===== src/logic/bsbtw_pkg.sv =====
// Shared constants and carriers for the bit-skip, branch and table-write execution unit
package bsbtw_pkg;
    // ==========================================
    // Opcode fields
    localparam logic [3:0]  OP_SKIP_SET   = 4'ha;
    localparam logic [3:0]  OP_SKIP_CLR   = 4'hb;
    localparam logic [3:0]  OP_TOGGLE     = 4'h7;
    localparam logic [7:0]  OP_BRANCH_OV  = 8'he4;
    localparam logic [13:0] OP_TABLE_WR   = 14'h0003;
    localparam logic [1:0]  TW_PLAIN      = 2'h0;
    localparam logic [1:0]  TW_POST_INC   = 2'h1;
    localparam logic [1:0]  TW_POST_DEC   = 2'h2;
    localparam logic [1:0]  TW_PRE_INC    = 2'h3;
    localparam logic [3:0]  ACCESS_BANK   = 4'h0;
    localparam logic        ACC_USE_BANK  = 1'h1;
    localparam logic [20:0] TABLE_POINTER_RESET  = 21'h000000;
    localparam logic [20:0] PTR_STEP      = 21'h000001;
    localparam logic [20:0] PC_STEP       = 21'h000002;

    // ==========================================
    // Quarter phases and states
    typedef enum logic [3:0] {
        BSBTW_Q1 = 4'b0001,
        BSBTW_Q2 = 4'b0010,
        BSBTW_Q3 = 4'b0100,
        BSBTW_Q4 = 4'b1000
    } bsbtw_phase_e;

    typedef enum logic [3:0] {
        BSBTW_EXEC  = 4'b0001,
        BSBTW_FLUSH = 4'b0010,
        BSBTW_TWR2  = 4'b0100,
        BSBTW_IDLE  = 4'b1000
    } bsbtw_state_e;

    // ==========================================
    // Carriers
    typedef struct packed {
        logic        we;
        logic [11:0] addr;
        logic [7:0]  data;
    } bsbtw_dmem_wr_s;

    typedef struct packed {
        logic        we;
        logic [20:0] addr;
        logic [7:0]  data;
    } bsbtw_hold_wr_s;
endpackage


===== src/logic/bsbtw_qphase.sv =====
// Quarter-phase sequencer of the instruction cycle
`timescale 1ns/1ns
module bsbtw_qphase (
    input  wire logic                   clk_sys,
    input  wire logic                   rst_n,
    output bsbtw_pkg::bsbtw_phase_e     phase
);
    typedef struct packed {
        bsbtw_pkg::bsbtw_phase_e ph;
    } bsbtw_qstate_s;

    bsbtw_qstate_s st_ff;
    bsbtw_qstate_s nxt_st;

    // ==========================================
    // Phase rotation
    always_comb begin
        nxt_st = st_ff;
        unique case (st_ff.ph)
            bsbtw_pkg::BSBTW_Q1: nxt_st.ph = bsbtw_pkg::BSBTW_Q2;
            bsbtw_pkg::BSBTW_Q2: nxt_st.ph = bsbtw_pkg::BSBTW_Q3;
            bsbtw_pkg::BSBTW_Q3: nxt_st.ph = bsbtw_pkg::BSBTW_Q4;
            bsbtw_pkg::BSBTW_Q4: nxt_st.ph = bsbtw_pkg::BSBTW_Q1;
            default:             nxt_st.ph = bsbtw_pkg::BSBTW_Q1;
        endcase
    end

    always_ff @(posedge clk_sys or negedge rst_n) begin
        if (!rst_n) begin
            st_ff <= '{ph: bsbtw_pkg::BSBTW_Q1};
        end else begin
            st_ff <= nxt_st;
        end
    end

    assign phase = st_ff.ph;
endmodule


===== src/logic/bsbtw_exec.sv =====
// Execution of bit skip, bit toggle, overflow branch and table write instructions
// How it works
// - Skip-if-set skips the next instruction when the selected file bit is one.
// - A taken skip flushes the fetched word and runs one no-operation cycle.
// - Access flag zero addresses the access bank, ignoring the bank select register.
// - Access flag one takes the bank from the bank select register.
// - Toggle inverts only the selected bit, read-modify-write, one cycle, no flags.
// - Overflow branch is taken only when the overflow flag is one.
// - Branch target is incremented program counter plus twice the signed offset.
// - Taken branch takes two cycles, the second a no-operation; not taken one.
// - Plain table write copies the latch byte and leaves the pointer unchanged.
// - Mode field picks post-increment, post-decrement or pre-increment of the pointer.
`timescale 1ns/1ns
module bsbtw_exec (
    input  wire logic                        clk_sys,
    input  wire logic                        nrst,
    input  wire logic [15:0]                 instr_word,
    input  wire logic [20:0]                 instr_addr,
    input  wire logic [3:0]                  bank_select_register,
    input  wire logic                        ovf_flag,
    input  wire logic [7:0]                  dmem_rdata,
    input  wire logic [7:0]                  table_latch_byte,
    output logic                             instr_ack,
    output logic [11:0]                      dmem_addr,
    output bsbtw_pkg::bsbtw_dmem_wr_s        dmem_wr,
    output bsbtw_pkg::bsbtw_hold_wr_s        hold_wr,
    output logic [20:0]                      table_pointer,
    output logic                             pc_load,
    output logic [20:0]                      pc_target,
    output logic                             flush,
    output bsbtw_pkg::bsbtw_phase_e          phase,
    output bsbtw_pkg::bsbtw_state_e          exec_state
);
    typedef struct packed {
        bsbtw_pkg::bsbtw_state_e st;
        logic [15:0]             iw;
        logic [20:0]             ia;
        logic [7:0]              rd;
        logic [7:0]              lat;
        logic [20:0]             tp;
        logic [11:0]             dadr;
        bsbtw_pkg::bsbtw_dmem_wr_s dw;
        bsbtw_pkg::bsbtw_hold_wr_s hw;
        logic                    pcl;
        logic [20:0]             pct;
        logic                    fl;
        logic                    ack;
    } bsbtw_exec_s;

    bsbtw_exec_s st_ff;
    bsbtw_exec_s nxt_st;
    logic [1:0]  rst_sync_ff;
    logic [1:0]  nxt_rst_sync;
    logic        rst_n;
    logic        is_skip_set;
    logic        is_skip_clr;
    logic        is_toggle;
    logic        is_branch;
    logic        is_twr;
    logic [2:0]  bitsel;
    logic [7:0]  bitmask;
    logic [20:0] br_offset;

    // ==========================================
    // Reset release
    // Kept apart from the state struct: it has its own reset and clears the rest
    assign nxt_rst_sync = {rst_sync_ff[0], 1'b1};

    always_ff @(posedge clk_sys or negedge nrst) begin
        if (!nrst) begin
            rst_sync_ff <= 2'h0;
        end else begin
            rst_sync_ff <= nxt_rst_sync;
        end
    end
    assign rst_n = rst_sync_ff[1];

    bsbtw_qphase u_qphase (
        .clk_sys (clk_sys),
        .rst_n   (rst_n),
        .phase   (phase)
    );

    // ==========================================
    // Decode
    assign is_skip_set = st_ff.iw[15:12] == bsbtw_pkg::OP_SKIP_SET;
    assign is_skip_clr = st_ff.iw[15:12] == bsbtw_pkg::OP_SKIP_CLR;
    assign is_toggle   = st_ff.iw[15:12] == bsbtw_pkg::OP_TOGGLE;
    assign is_branch   = st_ff.iw[15:8] == bsbtw_pkg::OP_BRANCH_OV;
    assign is_twr      = st_ff.iw[15:2] == bsbtw_pkg::OP_TABLE_WR;
    assign bitsel      = st_ff.iw[11:9];
    assign bitmask     = 8'h01 << bitsel;
    assign br_offset   = {{12{st_ff.iw[7]}}, st_ff.iw[7:0], 1'b0};

    // ==========================================
    // Sequencing
    always_comb begin
        nxt_st = st_ff;
        nxt_st.dw.we = 1'b0;
        nxt_st.hw.we = 1'b0;
        nxt_st.pcl   = 1'b0;
        nxt_st.ack   = 1'b0;
        unique case (phase)
            bsbtw_pkg::BSBTW_Q1: begin
                if (st_ff.st == bsbtw_pkg::BSBTW_EXEC || st_ff.st == bsbtw_pkg::BSBTW_IDLE) begin
                    nxt_st.iw = instr_word;
                    nxt_st.ia = instr_addr;
                    nxt_st.fl = 1'b0;
                    nxt_st.st = bsbtw_pkg::BSBTW_EXEC;
                    if (instr_word[8] == bsbtw_pkg::ACC_USE_BANK) begin
                        nxt_st.dadr = {bank_select_register, instr_word[7:0]};
                    end else begin
                        nxt_st.dadr = {bsbtw_pkg::ACCESS_BANK, instr_word[7:0]};
                    end
                end
            end
            bsbtw_pkg::BSBTW_Q2: begin
                nxt_st.rd = dmem_rdata;
                if (st_ff.st == bsbtw_pkg::BSBTW_TWR2) begin
                    nxt_st.lat = table_latch_byte;
                end
            end
            bsbtw_pkg::BSBTW_Q3: begin
                if (st_ff.st == bsbtw_pkg::BSBTW_EXEC && is_twr && st_ff.iw[1:0] == bsbtw_pkg::TW_PRE_INC) begin
                    nxt_st.tp = st_ff.tp + bsbtw_pkg::PTR_STEP;
                end
            end
            bsbtw_pkg::BSBTW_Q4: begin
                nxt_st.ack = 1'b1;
                nxt_st.fl  = 1'b0;
                nxt_st.st  = bsbtw_pkg::BSBTW_EXEC;
                if (st_ff.st == bsbtw_pkg::BSBTW_EXEC) begin
                    if ((is_skip_set && (st_ff.rd & bitmask) != 8'h00) ||
                        (is_skip_clr && (st_ff.rd & bitmask) == 8'h00)) begin
                        nxt_st.st = bsbtw_pkg::BSBTW_FLUSH;
                        nxt_st.fl = 1'b1;
                    end
                    if (is_toggle) begin
                        nxt_st.dw = '{we: 1'b1, addr: st_ff.dadr, data: st_ff.rd ^ bitmask};
                    end
                    if (is_branch && ovf_flag) begin
                        nxt_st.pcl = 1'b1;
                        nxt_st.pct = st_ff.ia + bsbtw_pkg::PC_STEP + br_offset;
                        nxt_st.st  = bsbtw_pkg::BSBTW_FLUSH;
                        nxt_st.fl  = 1'b1;
                    end
                    if (is_twr) begin
                        nxt_st.st  = bsbtw_pkg::BSBTW_TWR2;
                        nxt_st.ack = 1'b0;
                    end
                end else if (st_ff.st == bsbtw_pkg::BSBTW_TWR2) begin
                    nxt_st.hw = '{we: 1'b1, addr: st_ff.tp, data: st_ff.lat};
                    unique case (st_ff.iw[1:0])
                        bsbtw_pkg::TW_POST_INC: nxt_st.tp = st_ff.tp + bsbtw_pkg::PTR_STEP;
                        bsbtw_pkg::TW_POST_DEC: nxt_st.tp = st_ff.tp - bsbtw_pkg::PTR_STEP;
                        bsbtw_pkg::TW_PLAIN:    nxt_st.tp = st_ff.tp;
                        bsbtw_pkg::TW_PRE_INC:  nxt_st.tp = st_ff.tp;
                    endcase
                end
            end
            default: begin
                nxt_st.st = bsbtw_pkg::BSBTW_IDLE;
            end
        endcase
    end

    always_ff @(posedge clk_sys or negedge rst_n) begin
        if (!rst_n) begin
            st_ff.st   <= bsbtw_pkg::BSBTW_IDLE;
            st_ff.iw   <= 16'h0000;
            st_ff.ia   <= 21'h000000;
            st_ff.rd   <= 8'h00;
            st_ff.lat  <= 8'h00;
            st_ff.tp   <= bsbtw_pkg::TABLE_POINTER_RESET;
            st_ff.dadr <= 12'h000;
            st_ff.dw   <= '0;
            st_ff.hw   <= '0;
            st_ff.pcl  <= 1'b0;
            st_ff.pct  <= 21'h000000;
            st_ff.fl   <= 1'b0;
            st_ff.ack  <= 1'b0;
        end else begin
            st_ff.st   <= nxt_st.st;
            st_ff.iw   <= nxt_st.iw;
            st_ff.ia   <= nxt_st.ia;
            st_ff.rd   <= nxt_st.rd;
            st_ff.lat  <= nxt_st.lat;
            st_ff.tp   <= nxt_st.tp;
            st_ff.dadr <= nxt_st.dadr;
            st_ff.dw   <= nxt_st.dw;
            st_ff.hw   <= nxt_st.hw;
            st_ff.pcl  <= nxt_st.pcl;
            st_ff.pct  <= nxt_st.pct;
            st_ff.fl   <= nxt_st.fl;
            st_ff.ack  <= nxt_st.ack;
        end
    end

    // ==========================================
    // Outputs
    assign instr_ack     = st_ff.ack;
    assign dmem_addr     = st_ff.dadr;
    assign dmem_wr       = st_ff.dw;
    assign hold_wr       = st_ff.hw;
    assign table_pointer = st_ff.tp;
    assign pc_load       = st_ff.pcl;
    assign pc_target     = st_ff.pct;
    assign flush         = st_ff.fl;
    assign exec_state    = st_ff.st;
endmodule


===== config.mk =====
export PLATFORM = sky130hd
export DESIGN_NAME = bsbtw_exec
export DESIGN_NICKNAME = d
export VERILOG_FILES = /design/src/logic/bsbtw_pkg.sv /design/src/logic/bsbtw_qphase.sv /design/src/logic/bsbtw_exec.sv
export SDC_FILE = /design/constraint.sdc
export NUM_CORES = 1
export LEC_CHECK = 0
export BUFFER_PORTS_ARGS = -buffer_cell sky130_fd_sc_hd__buf_2
export CORE_MARGIN = 2
export CORE_UTILIZATION = 50
export CTS_CLUSTER_SIZE = 30
export DETAILED_ROUTE_END_ITERATION = 7
export HOLD_SLACK_MARGIN = 0.03
export PLACE_DENSITY_LB_ADDON = 0.25
export SYNTH_ARGS = -nofsm -noshare
export SYNTH_HDL_FRONTEND = slang
export SYNTH_SLANG_ARGS = --single-unit

===== constraint.sdc =====
create_clock -name clk_sys -period 5.8 [get_ports clk_sys]
set_clock_uncertainty 0.2 [all_clocks]
set_input_delay 0.58 -clock clk_sys [delete_from_list [all_inputs] [get_ports clk_sys]]
set_output_delay 0.58 -clock clk_sys [all_outputs]
set_load 0.02 [all_outputs]

==> insert_results.sql, run 1 <==
INSERT INTO impl_metrics (metric_group, metric, value, unit) VALUES
('setup_path', 'worst_path_max_fanout', '42', ''),
('synth', 'post_synth_instance_area', '8930', 'sq um'),
('setup_path', 'critPathCaptureType', 'register', ''),
('global_routing', 'grt_pass1_vias', '5859', ''),
('cts', 'insertion_delay', '0.43', 'ns'),
('die', 'die_width', '138', 'um'),
('die', 'die_height', '138', 'um'),
('detailed_routing', 'detail_route.iter0.violations', '278', ''),
('worst_hold_path', 'min-delay-path-class', 'register to register', ''),
('detailed_routing', 'first_pass_iters', '7', ''),
('cts', 'post_cts_hold_buffer_count', '1', ''),
('synth', 'synthDistinctLibCells', '65', ''),
('setup_path', 'timing.critical_path.slowest_stage_cell', 'or4b_1', ''),
('layout', 'nNetsFinal', '1008', ''),
('detailed_routing', 'routed.top_layer', 'met5', ''),
('detailed_routing', 'met3_length', '894', 'um'),
('die', 'count_of_standard_cell_rows', '48', ''),
('sta', 'clock.fmax', '334', 'MHz'),
('cts', 'post_cts_resized', '0', ''),
('synth', 'yosys.cell_count.top_type', 'dfrtp_1', ''),
('synth', 'ys_seq_area_share', '45.7', '%'),
('sta', 'tightestPinTransition', '1.09', 'ns'),
('sta', 'report.final.setup_viol', '0', ''),
('cts', 'tritoncts', 'done', ''),
('sta', 'setup_repair_after_global_routing_missed_its_margin', 'no', ''),
('global_routing', 'grt_pass1_wl', '29700', 'um'),
('setup_path', 'crit_path_start_kind', 'register', ''),
('setup_path', 'cp_slowest_stage_delay', '0.78', 'ns'),
('layout', 'area_delta_synth_final', '9.57', '%'),
('cts', 'clock_buffers_created_by_tritoncts', '17', ''),
('synth', 'post_synth.cell_area_avg', '10.7', 'sq um'),
('detailed_routing', 'detail_route.wl_per_cell', '16.1', 'um'),
('cts', 'clock_sinks', '163', ''),
('run_status', 'run_status', 'completed', ''),
('sta', 'final_max_slew_viol_count', '0', ''),
('global_routing', 'global_route.usage.total', '20.2', '%'),
('detailed_routing', 'final_antenna_net_count', '0', ''),
('run', 'cap_viol_max_count', '0', ''),
('sta', 'final.period_utilization', '51.7', '%'),
('sta', 'worst_slew_margin_rel', '26.9', '%'),
('global_routing', 'grt_max_degree', '73', ''),
('global_routing', 'grt_antenna_before_repair', '1', ''),
('synth', 'post_synth_main_area_contributors', 'dfrtp_1 45%, mux2_2 11%, buf_4 9.2%, ha_1 6.9%, nand2_1 4.5%', ''),
('cts', 'clkSlewWorstSetupHoldPaths', '0.06', 'ns'),
('synth', 'synth_async_sr_flop_share', '100', '%'),
('sta', 'post-route-min-period', '3.00', 'ns'),
('die', 'die-area', '18900', 'sq um'),
('die', 'design.core.area', '17400', 'sq um'),
('sta', 'final-hold-violation-count', '0', ''),
('die', 'ios', '176', ''),
('setup_path', 'cp_cell_sequence', 'or4b_1, nor2_4, nand2_2, inv_2, nand2_1, a2111o_1, o211ai_2', ''),
('cts', 'clock-root-buffer', 'clkbuf_16', ''),
('synth', 'synth_ff_type', 'dfrtp_1', ''),
('power', 'p_per_area', '388', 'nW/um^2'),
('setup_path', 'cp_data_arrival_time', '3.15', 'ns'),
('synth', 'yosysTopAreaCell', 'dfrtp_1', ''),
('cts', 'cts-htree-levels', '4', ''),
('layout', 'diodes_inserted', '0', ''),
('synth', 'synth_enable_flop_cells', '0', ''),
('global_routing', 'grt_overflow_total', '0', ''),
('detailed_routing', 'routed-via-count', '5951', ''),
('cts', 'cts_setup_buffers', '0', ''),
('synth', 'synth_commonest_cells', '161 x dfrtp_1, 110 x buf_4, 108 x nand2_1', ''),
('die', 'initial_core_util', '51.4', '%'),
('synth', 'yosys_warnings', '0', ''),
('setup_path', 'worst_path_required_time', '5.96', 'ns'),
('power', 'static-leakage-power', '4.95', 'nW'),
('detailed_routing', 'drt-met1-wl', '8300', 'um'),
('placed_design', 'hpwlAfterDp', '13200', 'um'),
('placed_design', 'global_placement_routability_congestion', '0.865', ''),
('power', 'fin_total_pwr', '0.00379', 'W'),
('placed_design', 'io_buffer_count', '175', ''),
('detailed_routing', 'detail_route.drc_violations', '0', ''),
('synth', 'yosys.area.top_type_share', '45.1', '%'),
('synth', 'post_synthesis_cell_count', '834', ''),
('synth', 'flip_flop_and_latch_count_after_synthesis', '163', ''),
('detailed_routing', 'met2RoutedLength', '8790', 'um'),
('detailed_routing', 'routed_via_density', '5.24', ''),
('layout', 'post_route_cells_drive_above_1_share', '35.0', '%'),
('setup_path', 'timing_worst_setup_path_type', 'register to register', ''),
('cts', 'cts_buffer_depth', '2', ''),
('detailed_routing', 'final_routed_wirelength_across_all_metal_layers', '18200', 'um'),
('synth', 'synth_fp_nets', '944', ''),
('sta', 'setup_tns', '0', 'ns'),
('power', 'vdd_drop_max', '0.233', 'mV');
cell families after synthesis:
kind of cell               Yosys count  share of synthesized area, %
xor gates and xnor gates            32                          3.14
AOI/OAI and AO/OA                  105                          7.48
adders and majority gates           50                          7.09
and+or+nand+nor                    239                          13.7
other                                1                        0.0420
muxes                               91                          11.4
buffers and inverters              153                          11.4
DFF                                163                          45.7
through the flow:
step | instance area [sq um] | util (%) | setup WS [ns] | hold WS [ns] | cells
6_report | 9780 | 56.4 | 2.80 | 0.159 | 1136
5_1_grt | 9780 | 56.4 | 2.56 | 0.166 | 1136
4_1_cts | 9780 | 56.4 | 2.78 | 0.162 | 1136
3_5_place_dp | 9190 | 52.9 | 2.80 | 0.136 | 1103
3_3_place_gp | 9190 | 52.9 | 2.83 | 0.138 | 1103
2_1_floorplan | 8930 | - | 0.725 | 0.0844 | 834
state kept, by name, indices dropped and copies added (netlist names), 8 cells and up:
signal	flops
br_offset	8
table_pointer	21
st_ff	42
hold_wr	30
pc_target	21
dmem_wr	21
critical path: cells and delay by family (launching register included):
| family | cells | cell delay [ns] |
|---|---|---|
| buf+inv | 1 | 0.36 |
| flops | 1 | 0.45 |
| simple gates | 4 | 1.46 |
| compound gates | 2 | 0.43 |
layout make-up:
class                      count  area (sq um)
clock buffer                  21           460
clock inverter                11           126
timing repair buffer         181           923
inverter                      17          63.8
multi-input combinational    518          3840
tap                          225           282
sequential                   163          4090
fill                        1559          7570
per-layer routing:
layer | global-route usage, % | up-vias
li1 | - | 2937
met1 | 26.7 | 2848
met2 | 33.0 | 140
met3 | 4.78 | 24
met4 | 6.59 | 2
met5 | 0 | -
layout by cell type (no fill, tap or decap), types with 3 or more instances in the layout:
| cell type | Yosys | layout |
|---|---|---|
| dfrtp_1 | 161 | 160 |
| and3_1 | 11 | 11 |
| o31ai_1 | 5 | 5 |
| ha_1 | 49 | 49 |
| nand3b_1 | 3 | 3 |
| xnor2_1 | 26 | 26 |
| o21ai_1 | 5 | 5 |
| nor3b_1 | 6 | 6 |
| buf_2 | 3 | 175 |
| xor2_1 | 6 | 6 |
| clkbuf_16 | 0 | 17 |
| nand2_1 | 108 | 107 |
| nor4b_2 | 4 | 5 |
| or3_1 | 4 | 4 |
| nand3_1 | 17 | 17 |
| nor2_1 | 27 | 27 |
| or4_1 | 3 | 3 |
| clkinv_4 | 0 | 3 |
| nand2b_1 | 5 | 5 |
| nor2_4 | 3 | 3 |
| nand4_1 | 9 | 9 |
| nor4_1 | 6 | 6 |
| nor3_1 | 13 | 13 |
| a21o_1 | 5 | 5 |
| mux2i_1 | 3 | 3 |
| a21oi_1 | 24 | 24 |
| inv_1 | 15 | 15 |
| o21ai_0 | 36 | 36 |
| clkinv_2 | 0 | 3 |
| a211oi_1 | 6 | 6 |
| mux2_2 | 86 | 86 |
| nor2b_1 | 4 | 4 |
| buf_4 | 110 | 5 |
final timing paths:
check / slack (ns) / start / cells past startpoint / to
hold reg to reg: 0.16 / rst_sync_ff[0] / 0 / rst_sync_ff[1]
min in group asynchronous: 0.26 / nrst / 2 / rst_sync_ff[1]
setup reg to reg: 2.80 / u_qphase.phase[1] / 7 / pc_target[18]
setup / recovery: 2.80 / u_qphase.phase[1] / 7 / pc_target[18]
hold / removal: 0.16 / rst_sync_ff[0] / 0 / rst_sync_ff[1]
max in group asynchronous: 3.98 / rst_sync_ff[1] / 1 / pc_target[3]
power breakdown:
group | switching [W] | leakage, nW | internal (W)
sequential | 0.000134 | 2.10 | 0.00129
combinational | 0.000721 | 2.56 | 0.000532
clock | 0.000459 | 0.288 | 0.000659
(Power assumes the default switching activity.)
==> inputs of run 2 (changes only) <==
==> constraint.sdc (replaced) <==
create_clock -name clk_sys -period 2.9 [get_ports clk_sys]
set_clock_uncertainty 0.2 [all_clocks]
set_input_delay 0.29 -clock clk_sys [delete_from_list [all_inputs] [get_ports clk_sys]]
set_output_delay 0.29 -clock clk_sys [all_outputs]
set_load 0.02 [all_outputs]
==> run 2 against run 1 <==
- sequential share of layout area shrank 3.3 points
- routed wire length is 5.7% higher
- worst hold slack worse by 0.015 ns
- largest power group unchanged
- register-to-register slack worse by 2.7 ns
- final area is 8.5% higher
- die area unchanged
- via count grew 6.5%
- combinational power is 120% higher
- flip-flop and latch count unchanged
- critical path type unchanged
==> insert_results.sql, run 2 (same netlist as run 1, synthesis figures left out) <==
INSERT INTO impl_metrics (metric_group, metric, value, unit) VALUES
('run_status', 'run_status', 'completed', ''),
('placed_design', 'global_placement_routability_congestion', '0.874', ''),
('layout', 'nNetsFinal', '1089', ''),
('global_routing', 'grt_overflow_total', '0', ''),
('sta', 'final-hold-violation-count', '0', ''),
('layout', 'reg_with_most_ffs', 'st_ff', ''),
('setup_path', 'worst_path_max_fanout', '5', ''),
('setup_path', 'crit_path_start_kind', 'register', ''),
('global_routing', 'grt_max_degree', '60', ''),
('run', 'cap_viol_max_count', '0', ''),
('cts', 'insertion_delay', '0.42', 'ns'),
('cts', 'tritoncts', 'done', ''),
('detailed_routing', 'detail_route.iter0.violations', '324', ''),
('cts', 'clkSlewWorstSetupHoldPaths', '0.06', 'ns'),
('global_routing', 'grt_pass1_vias', '6063', ''),
('global_routing', 'global_route.usage.total', '20.7', '%'),
('sta', 'report.final.setup_viol', '0', ''),
('die', 'count_of_standard_cell_rows', '48', ''),
('power', 'vdd_drop_max', '0.486', 'mV'),
('cts', 'cts_buffer_depth', '2', ''),
('setup_path', 'cp_data_arrival_time', '2.86', 'ns'),
('sta', 'final.period_utilization', '95.2', '%'),
('sta', 'tightestPinTransition', '0.683', 'ns'),
('layout', 'diodes_inserted', '0', ''),
('sta', 'post-route-min-period', '2.76', 'ns'),
('setup_path', 'timing_worst_setup_path_type', 'register to register', ''),
('sta', 'layout_setup_ws', '0.139', 'ns'),
('layout', 'post_route_cells_drive_above_1_share', '34.0', '%'),
('sta', 'final_max_slew_viol_count', '0', ''),
('cts', 'clock_buffers_created_by_tritoncts', '17', ''),
('global_routing', 'grt_antenna_before_repair', '0', ''),
('die', 'design.core.area', '17400', 'sq um'),
('detailed_routing', 'first_pass_iters', '4', ''),
('die', 'initial_core_util', '51.4', '%'),
('layout', 'layout_commonest_cell', 'buf_2', ''),
('placed_design', 'io_buffer_count', '175', ''),
('die', 'ios', '176', ''),
('cts', 'cts-htree-levels', '4', ''),
('die', 'die_height', '138', 'um'),
('layout', 'largest_register_ffs', '42', ''),
('detailed_routing', 'final_antenna_net_count', '0', ''),
('detailed_routing', 'final_routed_wirelength_across_all_metal_layers', '19300', 'um'),
('detailed_routing', 'routed-via-count', '6336', ''),
('detailed_routing', 'detail_route.wl_per_cell', '15.8', 'um'),
('setup_path', 'cp-startpoint', 'br_offset[6]', ''),
('sta', 'setup_repair_after_global_routing_missed_its_margin', 'no', ''),
('global_routing', 'grt_pass1_wl', '30500', 'um'),
('placed_design', 'placed_cells', '1120', ''),
('sta', 'setup_tns', '0', 'ns'),
('setup_path', 'worst_path_required_time', '3.00', 'ns'),
('layout', 'area_delta_synth_final', '18.9', '%'),
('layout', 'multi_input_area', '3850', 'sq um'),
('cts', 'clock_sinks', '163', ''),
('sta', 'clock.fmax', '362', 'MHz'),
('setup_path', 'critical_path.reg2reg.startpoint', 'br_offset[6]', ''),
('worst_hold_path', 'min-delay-path-class', 'register to asynchronous set/reset pin', ''),
('power', 'static-leakage-power', '5.31', 'nW'),
('die', 'die_width', '138', 'um'),
('placed_design', 'hpwlAfterDp', '13700', 'um'),
('layout', 'most-common-layout-cells', '175 x buf_2, 159 x dfrtp_1, 107 x nand2_1, 86 x mux2_2, 64 x dlygate4sd3_1', ''),
('placed_design', 'detailedPlace.worstSlack', '0.0903', 'ns'),
('layout', 'area.sequential', '4090', 'sq um'),
('die', 'die-area', '18900', 'sq um'),
('layout', 'num-fill-cells', '1481', ''),
('sta', 'worst_slew_margin_rel', '54.3', '%'),
('layout', 'final-instance-count-excl-fill', '1217', ''),
('cts', 'clock-root-buffer', 'clkbuf_16', ''),
('power', 'p_per_area', '750', 'nW/um^2'),
('setup_path', 'critPathCaptureType', 'register', ''),
('detailed_routing', 'routed_via_density', '5.21', ''),
('detailed_routing', 'detail_route.drc_violations', '0', '');
run 2: cell types whose count changed in the layout (fill, tap and decap cells not counted), moves of 2 or more:
cell           delta
dlygate4sd3_1    +63
buf_4            +15
buf_12            +3
clkbuf_1          +3
clkinv_4          -3
bufinv_16         +2
run 2: report_power, final:
group / internal (W) / total, W / switching (W)
Combinational: 0.00123 / 0.00280 / 0.00157
Clock: 0.00147 / 0.00235 / 0.000889
Sequential: 0.00258 / 0.00280 / 0.000226
run 2: metrics by stage:
| stage | total power [W] | hold slack [ns] | area (sq um) | util (%) |
|---|---|---|---|---|
| after floorplan | 0.00493 | -0.206 | 8930 | - |
| after detailed placement | 0.00554 | -0.124 | 9350 | 53.9 |
| final | 0.00796 | 0.143 | 10600 | 61.2 |
| after global routing | 0.00846 | 0.154 | 10600 | 61.2 |
| after global placement | 0.00550 | -0.126 | 9350 | 53.9 |
| after CTS | 0.00800 | 0.147 | 10600 | 61.1 |
run 2: final timing paths:
path | endpoint | slack [ns] | cells past startpoint
worst max-delay path | pc_target[17] | 0.14 | 8
worst min-delay path | exec_state[3] | 0.14 | 0
worst max register to register | pc_target[17] | 0.14 | 8
worst min register to register | exec_state[3] | 0.14 | 0
max in group asynchronous | exec_state[0] | 1.59 | 1
min in group clk_sys | rst_sync_ff[1] | 0.15 | 0
run 2: timing repair:
action	4_1_cts	5_1_grt
hold buffers	64	0
setup buffers	0	1
setup endpoints to repair	0	2
gates resized for setup	0	4
endpoints found under the hold margin	65	0
run 2: layout make-up:
type,instances,area share (%)
repair buffers,262,16.3
clock buffers,23,4.31
flip-flops and latches,163,38.5
well taps,225,2.65
clock inverters,9,1.45
inverters,17,0.601
multi-input cells,518,36.2
run 2: metal layers:
metal / track usage [%] / share of wire, % / up-vias
met1: 27.6 / 46 / 3059
li1: - / - / 3107
met3: 4.08 / 3.6 / 23
met2: 34.0 / 49 / 147
met5: 0 / 0 / -
met4: 6.87 / 1.6 / 0
run 2: worst max-delay path, stage by stage (launching register included):
cell       delay [ns]
dfrtp_1          0.39
ha_1             0.30
ha_1             0.37
a21o_1           0.19
a31o_2           0.22
o2111ai_1        0.25
nand4_1          0.19
and3_1           0.18
or3_1            0.35
==> inputs of run 3 (changes only) <==
--- a/config.mk
+++ b/config.mk
@@ -10,6 +10,7 @@
 export CORE_UTILIZATION = 50
 export CTS_CLUSTER_SIZE = 30
 export DETAILED_ROUTE_END_ITERATION = 7
+export GPL_TIMING_DRIVEN = 0
 export HOLD_SLACK_MARGIN = 0.03
 export PLACE_DENSITY_LB_ADDON = 0.25
 export SYNTH_ARGS = -nofsm -noshare
==> run 3 against run 2 <==
- combinational power up 7%
- final cell count rose by 9.5%
- highest routed layer unchanged
- sequential share of layout area decreased by 2.7 points
- final area increased by 7.7%
- critical endpoint unchanged
- global-route usage rose by 1.4 points
==> insert_results.sql, run 3 (same netlist as run 1, synthesis figures left out) <==
INSERT INTO impl_metrics (metric_group, metric, value, unit) VALUES
('layout', 'nNetsFinal', '1205', ''),
('global_routing', 'grt_overflow_total', '0', ''),
('placed_design', 'detailed_place.area', '10100', 'sq um'),
('global_routing', 'global_route.usage.total', '22.1', '%'),
('die', 'count_of_standard_cell_rows', '48', ''),
('sta', 'worst_slew_margin_rel', '52.1', '%'),
('detailed_routing', 'detail_route.wl_per_cell', '15.2', 'um'),
('cts', 'clock-root-buffer', 'clkbuf_16', ''),
('sta', 'hold-worst-slack', '0.145', 'ns'),
('global_routing', 'grt_antenna_before_repair', '0', ''),
('global_routing', 'grt_pass1_vias', '6644', ''),
('sta', 'setup_repair_after_global_routing_missed_its_margin', 'no', ''),
('die', 'die_width', '138', 'um'),
('layout', 'area_delta_synth_final', '28.1', '%'),
('placed_design', 'global_placement_routability_congestion', '0.818', ''),
('layout', 'layout_commonest_cell', 'buf_2', ''),
('global_routing', 'grt_pass1_wl', '32500', 'um'),
('detailed_routing', 'first_pass_iters', '6', ''),
('die', 'initial_core_util', '51.4', '%'),
('die', 'die-area', '18900', 'sq um'),
('placed_design', 'placed_cells', '1236', ''),
('placed_design', 'hpwlAfterDp', '14400', 'um'),
('run_status', 'run_status', 'completed', ''),
('detailed_routing', 'routed-via-count', '6759', ''),
('detailed_routing', 'routed_via_density', '5.07', ''),
('cts', 'clock_sinks', '163', ''),
('sta', 'layout_setup_ws', '0.0915', 'ns'),
('sta', 'final.period_utilization', '96.8', '%'),
('power', 'static-leakage-power', '5.86', 'nW'),
('sta', 'tightestPinTransition', '0.718', 'ns'),
('die', 'die_height', '138', 'um'),
('detailed_routing', 'detail_route.drc_violations', '0', ''),
('cts', 'clock_buffers_created_by_tritoncts', '17', ''),
('sta', 'post-route-min-period', '2.81', 'ns'),
('detailed_routing', 'detail_route.iter0.violations', '418', ''),
('global_routing', 'grt_max_degree', '71', ''),
('power', 'fin_total_pwr', '0.00809', 'W'),
('sta', 'final_max_slew_viol_count', '0', ''),
('detailed_routing', 'final_antenna_net_count', '0', ''),
('layout', 'post_route_cells_drive_above_1_share', '40.5', '%'),
('cts', 'tritoncts', 'done', ''),
('cts', 'cts-htree-levels', '4', ''),
('layout', 'final-instance-count-excl-fill', '1333', ''),
('layout', 'finish.instance_area', '11400', 'sq um'),
('power', 'vdd_drop_max', '0.449', 'mV'),
('layout', 'reg_with_most_ffs', 'st_ff', ''),
('cts', 'insertion_delay', '0.44', 'ns'),
('sta', 'clock.fmax', '356', 'MHz'),
('sta', 'report.final.setup_viol', '0', ''),
('setup_path', 'critPathCaptureType', 'register', ''),
('layout', 'most-common-layout-cells', '178 x buf_2, 157 x dfrtp_1, 117 x buf_4, 107 x nand2_1, 86 x mux2_2', ''),
('cts', 'clkSlewWorstSetupHoldPaths', '0.07', 'ns'),
('layout', 'num-fill-cells', '1373', ''),
('setup_path', 'crit_path_start_kind', 'register', ''),
('worst_hold_path', 'min-delay-path-class', 'register to asynchronous set/reset pin', ''),
('setup_path', 'worst_path_required_time', '3.01', 'ns'),
('cts', 'cts_buffer_depth', '2', ''),
('placed_design', 'detailedPlace.worstSlack', '-0.320', 'ns'),
('die', 'design.core.area', '17400', 'sq um'),
('die', 'ios', '176', ''),
('detailed_routing', 'final_routed_wirelength_across_all_metal_layers', '20200', 'um'),
('power', 'p_per_area', '708', 'nW/um^2'),
('layout', 'diodes_inserted', '0', ''),
('sta', 'final-hold-violation-count', '0', ''),
('setup_path', 'cp_data_arrival_time', '2.92', 'ns'),
('run', 'cap_viol_max_count', '0', ''),
('setup_path', 'worst_path_max_fanout', '5', ''),
('layout', 'largest_register_ffs', '42', ''),
('placed_design', 'io_buffer_count', '175', ''),
('setup_path', 'timing_worst_setup_path_type', 'register to register', '');
==> run 3: changes by cell type in the layout (fill, tap and decap cells not counted), moves of 3 or more <==
cell | previous run | this run
buf_4 | 20 | 117
buf_6 | 0 | 3
bufinv_16 | 4 | 1
buf_2 | 175 | 178
buf_12 | 3 | 0
inv_8 | 0 | 5
clkbuf_1 | 5 | 15
inv_6 | 1 | 6
==> run 3: report_power, final <==
part / internal [W] / switching, W / total [W]
clock network: 0.00123 / 0.00104 / 0.00226
registers: 0.00258 / 0.000263 / 0.00284
logic: 0.00142 / 0.00157 / 0.00299
total: 0.00523 / 0.00287 / 0.00809
==> run 3: path summary, 6_finish.rpt <==
| check | start | cells after the start | slack [ns] | end |
|---|---|---|---|---|
| worst max-delay path | br_offset[6] | 8 | 0.09 | pc_target[17] |
| worst min-delay path | rst_sync_ff[1] | 0 | 0.14 | u_qphase.phase[2] |
| worst max register to register | br_offset[6] | 8 | 0.09 | pc_target[17] |
| worst min register to register | rst_sync_ff[1] | 0 | 0.14 | u_qphase.phase[2] |
| max in group asynchronous | rst_sync_ff[1] | 1 | 1.57 | u_qphase.phase[0] |
| min in group clk_sys | rst_sync_ff[0] | 0 | 0.16 | rst_sync_ff[1] |
==> run 3: area by class of cell <==
| cell class | instances | area (sq um) | area share (%) |
|---|---|---|---|
| Buffer | 131 | 931 | 8.14 |
| Clock buffer | 17 | 425 | 3.72 |
| Clock inverter | 15 | 161 | 1.41 |
| Inverter | 17 | 63.8 | 0.558 |
| Multi-Input combinational cell | 518 | 3870 | 33.8 |
| Sequential cell | 163 | 4090 | 35.8 |
| Tap cell | 225 | 282 | 2.46 |
| Timing Repair Buffer | 247 | 1610 | 14.1 |
==> run 3: critical path, stage by stage (launching register included) <==
cell and delay [ns]:
dfrtp_2 0.45, ha_1 0.35, ha_4 0.28, a21o_1 0.17, a31o_2 0.23, o2111ai_2 0.22, nand4_1 0.22, and3_1 0.21
or3_1 0.36
==> run 3: per-stage QoR <==
step / utilization (%) / setup TNS [ns]
after floorplan: - / 0
after global placement: 58.1 / -165.26
after detailed placement: 58.4 / -1.15
after CTS: 65.5 / -0.00105
after global routing: 65.9 / 0
final: 65.9 / 0
==> run 3: per-layer routing <==
layer	routed length, um	global-route usage (%)	share of wire, %	up-vias
met4	306	7.16	1.5	0
met1	9220	28.9	46	3236
met2	9960	37.3	49	166
met3	750	3.83	3.7	27
met5	0	0	0	-
li1	-	-	-	3330
==> run 3: timing repair <==
action / CTS / global route
gates resized for setup: 3 / 10
hold buffers: 63 / 0
hold endpoints to repair: 59 / 0
pin swaps: 1 / 3
buffers inserted: 1 / 6
endpoints found under the setup margin: 8 / 21
